==> config.mk <==
export PLATFORM = sky130hd
export DESIGN_NAME = nand_host_ctrl
export DESIGN_NICKNAME = d
export VERILOG_FILES = /design/src/hw/nand_host_pkg.sv /design/src/hw/nand_cycle_if.sv /design/src/hw/nand_host_ctrl.sv /design/src/hw/nand_cycle_engine.sv
export SDC_FILE = /design/constraint.sdc
export NUM_CORES = 1
export LEC_CHECK = 0
export CORE_AREA = 2 2 107 109
export DETAILED_ROUTE_END_ITERATION = 6
export DIE_AREA = 0 0 109 111
export DONT_BUFFER_PORTS = 1
export HOLD_SLACK_MARGIN = 0.02
export PLACE_DENSITY = 0.73
export SYNTH_ARGS = -nofsm -noshare
export SYNTH_HDL_FRONTEND = slang
export SYNTH_SLANG_ARGS = --single-unit
==> constraint.sdc <==
create_clock -name pclk -period 2 [get_ports pclk]
set_input_delay 0.3 -clock pclk [delete_from_list [all_inputs] [get_ports pclk]]
set_output_delay 0.3 -clock pclk [all_outputs]
set_load 0.02 [all_outputs]
==> src/hw/nand_host_pkg.sv <==
// shared constants and types for the nand flash host controller
package nand_host_pkg;

  // clock rate and pin timing, times in ns as figures, counts derived
  localparam int CLK_MHZ = 100;
  localparam int STROBE_LOW_NS = 25;
  localparam int STROBE_HIGH_NS = 15;
  localparam int OUTPUT_ACCESS_DELAY_NS = 20;
  localparam int BUSY_ONSET_NS = 100;
  // least times round up to whole cycles
  localparam int STROBE_LOW_CYC = (STROBE_LOW_NS * CLK_MHZ + 999) / 1000;
  localparam int STROBE_HIGH_CYC = (STROBE_HIGH_NS * CLK_MHZ + 999) / 1000;
  localparam int ACCESS_CYC = (OUTPUT_ACCESS_DELAY_NS * CLK_MHZ + 999) / 1000 + 1;
  localparam int BUSY_ONSET_CYC = (BUSY_ONSET_NS * CLK_MHZ + 999) / 1000;

  // register byte offsets on apb
  localparam logic [11:0] CTRL_OFS = 12'h000;
  localparam logic [11:0] CMD_OFS = 12'h004;
  localparam logic [11:0] ADDR_OFS = 12'h008;
  localparam logic [11:0] STATUS_OFS = 12'h00C;
  localparam logic [11:0] RDATA_OFS = 12'h010;

  // field positions
  localparam int CTRL_SELECT_BIT = 0;
  localparam int CTRL_GUARD_BIT = 1;
  localparam int CTRL_PROTECT_BIT = 2;
  localparam int CMD_KIND_LSB = 8;
  localparam int CMD_MACRO_BIT = 10;
  localparam int STATUS_BUSY_BIT = 0;
  localparam int STATUS_READY_BIT = 1;
  localparam int STATUS_REFUSED_BIT = 2;

  // values after reset
  localparam logic [2:0] CTRL_RESET = 3'h0;
  localparam logic [27:0] ADDR_RESET = 28'h0000000;

  // page read opening and confirm command bytes
  localparam logic [7:0] PAGE_READ_OPEN = 8'h00;
  localparam logic [7:0] PAGE_READ_CONFIRM = 8'h30;
  localparam int PAGE_READ_STEPS = 6;

  // kind of one bus cycle on the pins
  typedef enum logic [1:0] {
    KIND_CMD = 2'h0,
    KIND_ADDR = 2'h1,
    KIND_WDATA = 2'h2,
    KIND_RDATA = 2'h3
  } kind_t;

endpackage : nand_host_pkg

==> src/hw/nand_cycle_if.sv <==
// request and answer signals between sequencer and pin cycle engine
`timescale 1ns/10ps
interface nand_cycle_if;
  logic req;
  nand_host_pkg::kind_t kind;
  logic [7:0] wbyte;
  logic done;
  logic [7:0] rbyte;

  modport seq (output req, output kind, output wbyte, input done, input rbyte);
  modport eng (input req, input kind, input wbyte, output done, output rbyte);
endinterface : nand_cycle_if

==> src/hw/nand_host_ctrl.sv <==
// apb-controlled host for a multiplexed 8-bit nand flash
//
// Local design decisions: the register addresses and register access over APB.
`timescale 1ns/10ps
module nand_host_ctrl #(
  parameter int ADDR_W = 12
) (
  input wire logic pclk,
  input wire logic presetn,
  input wire logic psel,
  input wire logic penable,
  input wire logic pwrite,
  input wire logic [ADDR_W-1:0] paddr,
  input wire logic [31:0] pwdata,
  output logic [31:0] prdata,
  output logic pready,
  output logic pslverr,
  output logic select_n,
  output logic cmd_latch,
  output logic addr_latch,
  output logic input_strobe_n,
  output logic output_strobe_n,
  output logic write_guard_n,
  output logic powerup_protect,
  output logic [7:0] shared_byte_bus_out,
  output logic shared_byte_bus_oe,
  input wire logic [7:0] shared_byte_bus_in,
  input wire logic ready_busy_n
);

  typedef enum logic [4:0] {
    S_IDLE = 5'b00001,
    S_SINGLE = 5'b00010,
    S_MACRO = 5'b00100,
    S_ONSET = 5'b01000,
    S_WAIT_READY = 5'b10000
  } seq_state_t;

  nand_cycle_if cyc ();

  seq_state_t state;
  logic [2:0] ctrl;
  logic [27:0] page_addr;
  logic [7:0] rdata;
  logic [15:0] read_count;
  logic refused;
  logic [2:0] step;
  logic [7:0] onset_cnt;
  logic single_read;
  logic wr_en;
  logic rd_sel;
  logic mapped;
  logic busy;
  logic cmd_wr;
  logic [2:0] step_up;
  logic [7:0] next_step_byte;
  nand_host_pkg::kind_t next_step_kind;

  // zero-wait slave: the access phase completes on its first edge
  assign pready = 1'b1;
  assign wr_en = psel && penable && pwrite;
  assign rd_sel = psel && !pwrite;
  assign busy = (state != S_IDLE);
  assign step_up = step + 3'h1;
  assign cmd_wr = wr_en && (paddr[11:0] == nand_host_pkg::CMD_OFS);

  // address decode for mapped words
  always_comb
  begin
    unique case (paddr[11:0])
      nand_host_pkg::CTRL_OFS,
      nand_host_pkg::CMD_OFS,
      nand_host_pkg::ADDR_OFS,
      nand_host_pkg::STATUS_OFS,
      nand_host_pkg::RDATA_OFS: mapped = 1'b1;
      default: mapped = 1'b0;
    endcase
  end

  assign pslverr = psel && penable && !mapped;

  // read data mux, unmapped words read as zero
  always_comb
  begin
    prdata = 32'h00000000;
    if (rd_sel)
    begin
      unique case (paddr[11:0])
        nand_host_pkg::CTRL_OFS: prdata = {29'h0, ctrl};
        nand_host_pkg::ADDR_OFS: prdata = {4'h0, page_addr};
        nand_host_pkg::STATUS_OFS: prdata = {29'h0, refused, ready_busy_n, busy};
        nand_host_pkg::RDATA_OFS: prdata = {read_count, 8'h00, rdata};
        default: prdata = 32'h00000000;
      endcase
    end
  end

  // control register: select, write guard and protection strap levels
  always_ff @(posedge pclk or negedge presetn)
  begin
    if (!presetn)
      ctrl <= nand_host_pkg::CTRL_RESET;
    else if (wr_en && paddr[11:0] == nand_host_pkg::CTRL_OFS)
      ctrl <= pwdata[2:0];
  end

  // pins steered by the control register
  assign select_n = !ctrl[nand_host_pkg::CTRL_SELECT_BIT];
  assign write_guard_n = ctrl[nand_host_pkg::CTRL_GUARD_BIT];
  assign powerup_protect = ctrl[nand_host_pkg::CTRL_PROTECT_BIT];

  // page address, column in the low 12 bits, row above
  always_ff @(posedge pclk or negedge presetn)
  begin
    if (!presetn)
      page_addr <= nand_host_pkg::ADDR_RESET;
    else if (wr_en && paddr[11:0] == nand_host_pkg::ADDR_OFS)
      page_addr <= pwdata[27:0];
  end

  // sticky flag: command written while busy; set wins over clear
  always_ff @(posedge pclk or negedge presetn)
  begin
    if (!presetn)
      refused <= 1'b0;
    else if (cmd_wr && busy)
      refused <= 1'b1;
    else if (wr_en && paddr[11:0] == nand_host_pkg::STATUS_OFS
             && pwdata[nand_host_pkg::STATUS_REFUSED_BIT])
      refused <= 1'b0;
  end

  // byte and kind of the step that follows the current one
  always_comb
  begin
    next_step_byte = nand_host_pkg::PAGE_READ_OPEN;
    next_step_kind = nand_host_pkg::KIND_ADDR;
    unique case (step_up)
      3'h0:
      begin
        next_step_byte = nand_host_pkg::PAGE_READ_OPEN;
        next_step_kind = nand_host_pkg::KIND_CMD;
      end
      3'h1: next_step_byte = page_addr[7:0];
      3'h2: next_step_byte = {4'h0, page_addr[11:8]};
      3'h3: next_step_byte = page_addr[19:12];
      3'h4: next_step_byte = page_addr[27:20];
      3'h5:
      begin
        next_step_byte = nand_host_pkg::PAGE_READ_CONFIRM;
        next_step_kind = nand_host_pkg::KIND_CMD;
      end
      default:
      begin
        next_step_byte = 8'h00;
        next_step_kind = nand_host_pkg::KIND_CMD;
      end
    endcase
  end

  // sequencer: single cycles or the page read sequence then busy wait
  always_ff @(posedge pclk or negedge presetn)
  begin
    if (!presetn)
    begin
      state <= S_IDLE;
      step <= 3'h0;
      onset_cnt <= 8'h00;
      single_read <= 1'b0;
    end
    else
    begin
      unique case (state)
        S_IDLE:
        begin
          if (cmd_wr)
          begin
            step <= 3'h0;
            single_read <= (pwdata[9:8] == nand_host_pkg::KIND_RDATA);
            state <= pwdata[nand_host_pkg::CMD_MACRO_BIT] ? S_MACRO : S_SINGLE;
          end
        end
        S_SINGLE:
        begin
          if (cyc.done)
            state <= S_IDLE;
        end
        S_MACRO:
        begin
          if (cyc.done)
          begin
            if (step == 3'(nand_host_pkg::PAGE_READ_STEPS - 1))
            begin
              state <= S_ONSET;
              onset_cnt <= 8'(nand_host_pkg::BUSY_ONSET_CYC - 1);
            end
            else
              step <= step + 3'h1;
          end
        end
        S_ONSET:
        begin
          // device needs a moment to pull the ready line low
          if (onset_cnt == 8'h00)
            state <= S_WAIT_READY;
          else
            onset_cnt <= onset_cnt - 8'h01;
        end
        S_WAIT_READY:
        begin
          if (ready_busy_n)
            state <= S_IDLE;
        end
      endcase
    end
  end

  // engine requests: one pulse per byte cycle
  always_ff @(posedge pclk or negedge presetn)
  begin
    if (!presetn)
    begin
      cyc.req <= 1'b0;
      cyc.kind <= nand_host_pkg::KIND_CMD;
      cyc.wbyte <= 8'h00;
    end
    else if (state == S_IDLE && cmd_wr && pwdata[nand_host_pkg::CMD_MACRO_BIT])
    begin
      // sequence opens with its read command at once
      cyc.req <= 1'b1;
      cyc.kind <= nand_host_pkg::KIND_CMD;
      cyc.wbyte <= nand_host_pkg::PAGE_READ_OPEN;
    end
    else if (state == S_IDLE && cmd_wr)
    begin
      cyc.req <= 1'b1;
      cyc.kind <= nand_host_pkg::kind_t'(pwdata[9:8]);
      cyc.wbyte <= pwdata[7:0];
    end
    else if (state == S_MACRO && cyc.done
             && step != 3'(nand_host_pkg::PAGE_READ_STEPS - 1))
    begin
      // next byte issued on the edge the previous cycle reports done
      cyc.req <= 1'b1;
      cyc.kind <= next_step_kind;
      cyc.wbyte <= next_step_byte;
    end
    else
      cyc.req <= 1'b0;
  end

  // last byte read from the device and count of bytes read
  always_ff @(posedge pclk or negedge presetn)
  begin
    if (!presetn)
    begin
      rdata <= 8'h00;
      read_count <= 16'h0000;
    end
    else if (state == S_SINGLE && cyc.done && single_read)
    begin
      rdata <= cyc.rbyte;
      read_count <= read_count + 16'h0001;
    end
  end

  nand_cycle_engine engine (
    .pclk(pclk),
    .presetn(presetn),
    .cyc(cyc),
    .cmd_latch(cmd_latch),
    .addr_latch(addr_latch),
    .input_strobe_n(input_strobe_n),
    .output_strobe_n(output_strobe_n),
    .bus_out(shared_byte_bus_out),
    .bus_oe(shared_byte_bus_oe),
    .bus_in(shared_byte_bus_in)
  );

endmodule : nand_host_ctrl

==> src/hw/nand_cycle_engine.sv <==
// one strobed byte cycle on the flash pins
`timescale 1ns/10ps
module nand_cycle_engine (
  input wire logic pclk,
  input wire logic presetn,
  nand_cycle_if.eng cyc,
  output logic cmd_latch,
  output logic addr_latch,
  output logic input_strobe_n,
  output logic output_strobe_n,
  output logic [7:0] bus_out,
  output logic bus_oe,
  input wire logic [7:0] bus_in
);

  typedef enum logic [3:0] {
    E_IDLE = 4'b0001,
    E_SETUP = 4'b0010,
    E_LOW = 4'b0100,
    E_HIGH = 4'b1000
  } eng_state_t;

  eng_state_t state;
  logic [7:0] cnt;
  logic is_read;

  // cycle sequencing: setup, strobe low, strobe high recovery
  always_ff @(posedge pclk or negedge presetn)
  begin
    if (!presetn)
    begin
      state <= E_IDLE;
      cnt <= 8'h00;
      is_read <= 1'b0;
    end
    else
    begin
      unique case (state)
        E_IDLE:
        begin
          if (cyc.req)
          begin
            state <= E_SETUP;
            is_read <= (cyc.kind == nand_host_pkg::KIND_RDATA);
          end
        end
        E_SETUP:
        begin
          state <= E_LOW;
          cnt <= is_read ? 8'(nand_host_pkg::ACCESS_CYC - 1)
                         : 8'(nand_host_pkg::STROBE_LOW_CYC - 1);
        end
        E_LOW:
        begin
          if (cnt == 8'h00)
          begin
            state <= E_HIGH;
            cnt <= 8'(nand_host_pkg::STROBE_HIGH_CYC - 1);
          end
          else
            cnt <= cnt - 8'h01;
        end
        E_HIGH:
        begin
          if (cnt == 8'h00)
            state <= E_IDLE;
          else
            cnt <= cnt - 8'h01;
        end
      endcase
    end
  end

  // latch lines and driven byte, set up before the strobe falls
  always_ff @(posedge pclk or negedge presetn)
  begin
    if (!presetn)
    begin
      cmd_latch <= 1'b0;
      addr_latch <= 1'b0;
      bus_out <= 8'h00;
      bus_oe <= 1'b0;
    end
    else if (state == E_IDLE && cyc.req)
    begin
      cmd_latch <= (cyc.kind == nand_host_pkg::KIND_CMD);
      addr_latch <= (cyc.kind == nand_host_pkg::KIND_ADDR);
      bus_out <= cyc.wbyte;
      bus_oe <= (cyc.kind != nand_host_pkg::KIND_RDATA);
    end
    else if (state == E_HIGH && cnt == 8'h00)
    begin
      cmd_latch <= 1'b0;
      addr_latch <= 1'b0;
      bus_oe <= 1'b0;
    end
  end

  // strobes: input strobe for written bytes, output strobe for reads
  always_ff @(posedge pclk or negedge presetn)
  begin
    if (!presetn)
    begin
      input_strobe_n <= 1'b1;
      output_strobe_n <= 1'b1;
    end
    else if (state == E_SETUP)
    begin
      input_strobe_n <= is_read;
      output_strobe_n <= !is_read;
    end
    else if (state == E_LOW && cnt == 8'h00)
    begin
      input_strobe_n <= 1'b1;
      output_strobe_n <= 1'b1;
    end
  end

  // read byte taken after the access delay, before the strobe rises
  always_ff @(posedge pclk or negedge presetn)
  begin
    if (!presetn)
      cyc.rbyte <= 8'h00;
    else if (state == E_LOW && cnt == 8'h00 && is_read)
      cyc.rbyte <= bus_in;
  end

  // one-cycle done at the end of recovery
  always_ff @(posedge pclk or negedge presetn)
  begin
    if (!presetn)
      cyc.done <= 1'b0;
    else
      cyc.done <= (state == E_HIGH && cnt == 8'h00);
  end

endmodule : nand_cycle_engine

# After elaboration in Yosys (flattened, before gate mapping)
# Cells that the tools add are included.
# word_totals
register_bits	119
input_bits	58
out_inout_bits	50
word_cells	154
# op_classes
addsub	4
eq_ne	37
mux	46
n_reduce_logical	44
# op_table
op	count
$pmux 32 s4	1
$mux 8	8
$pmux 8 s5	1
$mux 32	1
$mux 5	6
$pmux 5 s5	1
$eq 12x4->1 const B	2
$pmux 8 s3	1
$logic_and 1x1->1	20
$ne 2x2->1 const B	9
$add 16x1->16 const B	1
$logic_not 8->1	2
$pmux 4 s4	1
$pmux 8 s2	1
$sub 8x1->8 const B	2
$mux 1	14
$eq 12x3->1 const B	1
$eq 12x5->1 const B	1
$logic_not 12->1	1
$mux 3	4
$mux 4	3
$reduce_bool 2->1	5
$eq 3x3->1 const B	3
$ne 2x1->1 const B	4
other kinds (27)	38

# Logic depth before layout (Yosys ltp)
# depth
depth_word	7
depth_mapped	9
mapped_depth_nobuf	7

# Modules after synthesis
# Synthesis repeated with hierarchy kept, for this count alone.
# hier_totals
cells_unflattened	558
hier_area_um2	6221.0
# modules_own_cells
mod	instances	cells_each	area_per_inst_um2	seq_area_each_um2
nand_host_ctrl	1	415	4538.1	2103.3
nand_cycle_engine	1	143	1682.9	879.6

# Worst setup path before layout
# No wires, ideal clock.
# synth_path
path_type	register to register
startpoint	register engine.cnt[0]
endpoint	register engine.cnt[0]
setup_ns	0.119
arrival_time_ns	1.898
required_ns	1.881
path_slack_ns	-0.018
path_stages_with_launch	9
n_path_buf	1
synth_period_minus_slack_ns	2.018
cell_sequence	dfrtp_1 -> inv_1 -> ha_1 -> or3b_2 -> or2_1 -> buf_2 -> a21o_1 -> a31oi_1 -> nor2_1
# synth_via
elab_chain_cells	3
elab_cells_between_ends	7
classes_between	add/sub (1); eq/ne (1); mux (3); reduce/logical (2)
# synth_rtl
element	line	text
start: declaration	nand_cycle_engine.sv:24	logic [7:0] cnt;
start signal: assignment	nand_cycle_engine.sv:50	cnt <= is_read ? 8'(nand_host_pkg::ACCESS_CYC - 1)
start signal: assignment	nand_cycle_engine.sv:58	cnt <= 8'(nand_host_pkg::STROBE_HIGH_CYC - 1);
start signal: assignment	nand_cycle_engine.sv:61	cnt <= cnt - 8'h01;
$sub 8x1->8 or $logic_not 8->1 (tied branches)	n/a	
$mux 8 (tied with other cells)	nand_cycle_engine.sv:65	if (cnt == 8'h00)
$pmux 8 s3 or $reduce_and 2->1 (tied branches)	n/a	
# Parallel ways exist; a longest one is shown, timed or not. The select of a mux whose other input is x is not followed.
# A chain may end at the register's enable or synchronous reset.

# Worst setup path after layout
# layout_path
startpoint	register state[1]
endpoint	output port prdata[0]
# layout_via
elab_chain_cells	3
# layout_rtl
element	line	text
start: declaration	nand_host_ctrl.sv:41	seq_state_t state;
start signal: assignment	nand_host_ctrl.sv:180	state <= pwdata[nand_host_pkg::CMD_MACRO_BIT] ? S_MACRO : S_SINGLE;
$ne 5x1->1	nand_host_ctrl.sv:63	assign busy = (state != S_IDLE);
$pmux 32 s4	nand_host_ctrl.sv:88	unique case (paddr[11:0])
$mux 32	nand_host_ctrl.sv:86	if (rd_sel)
end: declaration	nand_host_ctrl.sv:15	output logic [31:0] prdata,
# Every way passes these cells.

==> impl_metrics.py <==
metrics = {
    "power": {
        "cellLeakagePower_nw": 3.420,
        "power.density_cell_area_nw_per_um2": 1144,
        "vdd.ir_drop.worst_mv": 0.6325,
    },
    "worst_setup_path": {
        "worstReg2RegEnd": "engine.cnt[7]",
        "r2r_cells": 9,
        "r2r_start": "engine.cnt[0]",
        "timing.setup.critical_path_class": "flop to primary output",
        "regToRegSetupSlack_ns": 0.05,
        "arrival_time_at_the_worst_endpoint_ns": 1.89,
        "setup.worst_path.start": "state[1]",
        "crit_path_start_kind": "flop",
        "critPathMaxFanout": 2,
        "worstSetupEndpointType": "primary output",
        "timing.critical_path.required_ns": 1.70,
    },
    "die": {
        "floorplan.rows": 39,
        "die_area_sq_um": 12100,
        "core_area_sq_um": 11080,
        "num_io_pins": 108,
        "fp.dieW_um": 109,
        "chipHeight_um": 111,
        "initial_utilization": 0.5650,
    },
    "synth": {
        "nets_in_the_synthesized_netlist": 655,
        "ys_dominant_reg_cell": "sky130_fd_sc_hd__dfrtp_1",
        "postSynthCellCount": 587,
        "post_synth.cell_area_avg_sq_um": 10.66,
        "synthArstFlopShare": 1.000,
        "synth-edff-count": 0,
        "yosys_register_bits": 119,
        "synth_sequential_area_ratio": 0.4766,
        "syn_area_sq_um": 6259,
        "post_synth_num_cell_types": 76,
        "yosys_warnings": 0,
    },
    "drt": {
        "finalWirelength_um": 15240,
        "initialDrtViolationCount": 371,
        "dr_total_vias": 4889,
        "detail-route-antenna-nets": 0,
        "drt-pass1-iter-count": 5,
        "vias_per_cell": 6.081,
        "drcViolationCount": 0,
        "drt-wirelength-per-cell_um": 18.95,
    },
    "layout": {
        "drive_gt1_frac": 0.2995,
        "syn2layout_area_growth_pct": 21.15,
        "seq_area_sq_um": 2984,
        "combined_area_of_the_multi_input_logic_cells_sq_um": 3087,
        "fillers": 794,
        "design.final.nets": 717,
        "antenna_fix_cells": 0,
        "final_cell_count_no_fill": 804,
        "fin_area_sq_um": 7582,
    },
    "clock_tree": {
        "clk-insertion-delay-late_ns": 0.41,
        "level_count_of_the_clock_h_tree": 4,
        "clkTransAtPathRegs_ns": 0.05,
        "clock_buffers_created_by_tritoncts": 17,
        "tritoncts": "yes",
        "max-clock-path-buffers": 2,
        "cts_num_sinks": 119,
        "cts_root_buf": "sky130_fd_sc_hd__clkbuf_16",
    },
    "sta": {
        "unrepaired_setup_endpoints_after_global_routing": "true",
        "fmax_mhz": 456.9,
        "timing.final.crit_share": 1.094,
        "clock_skew_ns": 0.005521,
        "final_period_minus_worst_setup_slack_ns": 2.189,
        "finalWorstSetupSlack_ns": -0.1887,
        "fin_setup_tns_ns": -0.1887,
        "timing.final.hold_violations": 119,
        "report.final.setup_viol": 1,
        "maxSlewViolCount": 0,
        "final.hold.worst_slack_ns": -0.4173,
    },
    "outcome": {
        "failed_checks": "negative hold slack, negative setup slack",
        "outcome": "finished, violations left",
    },
    "placement": {
        "dpl_worst_slack_ns": -0.002352,
        "placedInstanceArea_sq_um": 6731,
        "hpwl_detailed_um": 10610,
        "portBuffers": 0,
        "dp_cells": 759,
        "gp_routability_congestion": 0.9161,
    },
    "global_route": {
        "groute.usage.overall": 0.2649,
        "total_global_routing_overflow": 0,
        "pin_count_of_the_biggest_net_entering_global_routing": 120,
        "wire_length_of_the_first_global_routing_pass_um": 24740,
        "number_of_global_route_vias_before_repair": 4935,
        "grt_antenna_before_repair": 0,
    },
    "min_path": {
        "min_path_type": "input port to asynchronous set/reset pin",
    },
    "flow_run": {
        "maxCapViolations": 0,
    },
}
cell usage in the layout (no fill, tap or decap), drive strengths merged, types with 8 or more instances in the layout:
| cell type | instances |
|---|---|
| and2 | 14 |
| o21ai | 26 |
| a21oi | 24 |
| nor4 | 8 |
| nor2 | 60 |
| nand3 | 27 |
| buf | 67 |
| nand4 | 8 |
| xnor2 | 16 |
| dfrtp | 115 |
| mux2 | 56 |
| ha | 10 |
| clkbuf | 23 |
| xor2 | 9 |
| a22oi | 22 |
| nand2 | 45 |
| inv | 19 |
| nor3 | 10 |
how the worst max path moves through the flow:
| stage | slack [ns] | end | cells past startpoint |
|---|---|---|---|
| after global routing | -0.24 | prdata[0] | 6 |
| after floorplan | 0.07 | prdata[18] | 6 |
| after global placement | -0.02 | read_count[8] | 6 |
| after CTS | -0.19 | prdata[0] | 6 |
| final | -0.19 | prdata[0] | 6 |
| after detailed placement | -0.002 | read_count[8] | 6 |
critical path, cell delays in order, from the launching register on:
cell	delay, ns
sky130_fd_sc_hd__dfrtp_1	0.38
sky130_fd_sc_hd__or3_4	0.41
sky130_fd_sc_hd__nor3b_4	0.24
sky130_fd_sc_hd__a211oi_1	0.11
sky130_fd_sc_hd__a21oi_1	0.13
sky130_fd_sc_hd__nor2_1	0.06
sky130_fd_sc_hd__buf_4	0.15
final cells by class:
cell class              instances  area share
flip-flops and latches        119      0.3936
multi-input cells             420      0.4071
repair buffers                 72     0.07987
clock buffers                  23     0.06436
clock inverters                 8     0.02211
inverters                      19    0.009406
well taps                     143     0.02360
kinds of logic (layout without fill, tap and decap cells):
kind of cell,after synthesis,in the layout,synth area share
AO/OA/AOI/OAI,113,113,0.1220
buffers and inverters,48,122,0.04438
multiplexers,59,59,0.1116
AND/OR/NAND/NOR,212,212,0.1899
other,1,1,0.0005992
adder cells (fa/ha/maj),10,10,0.01999
XOR/XNOR,25,25,0.03499
flip-flops,119,119,0.4766
registers in the layout (all words and copies together), names as in the netlist, 2 cells and up:
name              cells
ctrl                  3
page_addr            28
cyc.wbyte             8
engine.cnt            8
onset_cnt             8
read_count           16
engine.bus_out        8
rdata                 8
engine.state          4
cyc.kind              2
step                  3
state                 5
engine.cyc.rbyte      8
routing by layer:
layer  track usage  vias up  part of all wire
met5             0        -                 0
met4       0.09145        0             0.020
met3       0.08642       20             0.077
met2        0.4141      184              0.49
met1        0.3456     2445              0.41
li1              -     2240                 -
synth_stat cells (4+ instances only):
cell type                    n  area, sq um
sky130_fd_sc_hd__buf_2       7        35.03
sky130_fd_sc_hd__nand2_1    45        168.9
sky130_fd_sc_hd__mux2_4     10        150.1
sky130_fd_sc_hd__a222oi_1    4        40.04
sky130_fd_sc_hd__o22ai_1     5        31.28
sky130_fd_sc_hd__nor2_1     58        217.7
sky130_fd_sc_hd__clkbuf_1   10        37.54
sky130_fd_sc_hd__nand3_1    27        135.1
sky130_fd_sc_hd__ha_1       10        125.1
sky130_fd_sc_hd__dfrtp_1   115         2878
sky130_fd_sc_hd__nor4_1      5        31.28
sky130_fd_sc_hd__a22oi_1    22        165.2
sky130_fd_sc_hd__a211oi_1    7        52.55
sky130_fd_sc_hd__and3_1      6        37.54
sky130_fd_sc_hd__dfstp_2     4        105.1
sky130_fd_sc_hd__buf_4       6        45.04
sky130_fd_sc_hd__inv_1      19        71.32
sky130_fd_sc_hd__xnor2_1    16        140.1
sky130_fd_sc_hd__a21oi_1    24        120.1
sky130_fd_sc_hd__nor2b_1     4        25.02
sky130_fd_sc_hd__nand4_1     7        43.79
sky130_fd_sc_hd__and2_1     13        81.33
sky130_fd_sc_hd__nor3_1      7        35.03
sky130_fd_sc_hd__o21ai_0    23        115.1
sky130_fd_sc_hd__mux2_2     44        495.5
sky130_fd_sc_hd__nor3b_1     4        30.03
sky130_fd_sc_hd__nand2b_1    5        31.28
sky130_fd_sc_hd__xor2_1      9        78.83
power by group:
part,total [mW],switching (mW),internal (mW)
clock network,3.38,1.05,2.33
registers,3.17,0.424,2.75
logic,2.12,1.14,0.984
what timing repair did:
item	4_1_cts	5_1_grt
hold buffers	3	2
gates resized for setup	4	15
pin swaps	4	8
endpoints found under the hold margin	122	121
endpoints found under the setup margin	7	51
buffers inserted	4	5
per-stage QoR:
| stage | utilization | power, mW |
|---|---|---|
| detailed placement | 0.6077 | 5.134 |
| CTS | 0.6733 | 8.588 |
| global placement | 0.6077 | 5.031 |
| floorplan | - | 4.476 |
| finish | 0.6845 | 8.674 |
| global route | 0.6845 | 9.070 |
Power figures use the tool's default switching activity.
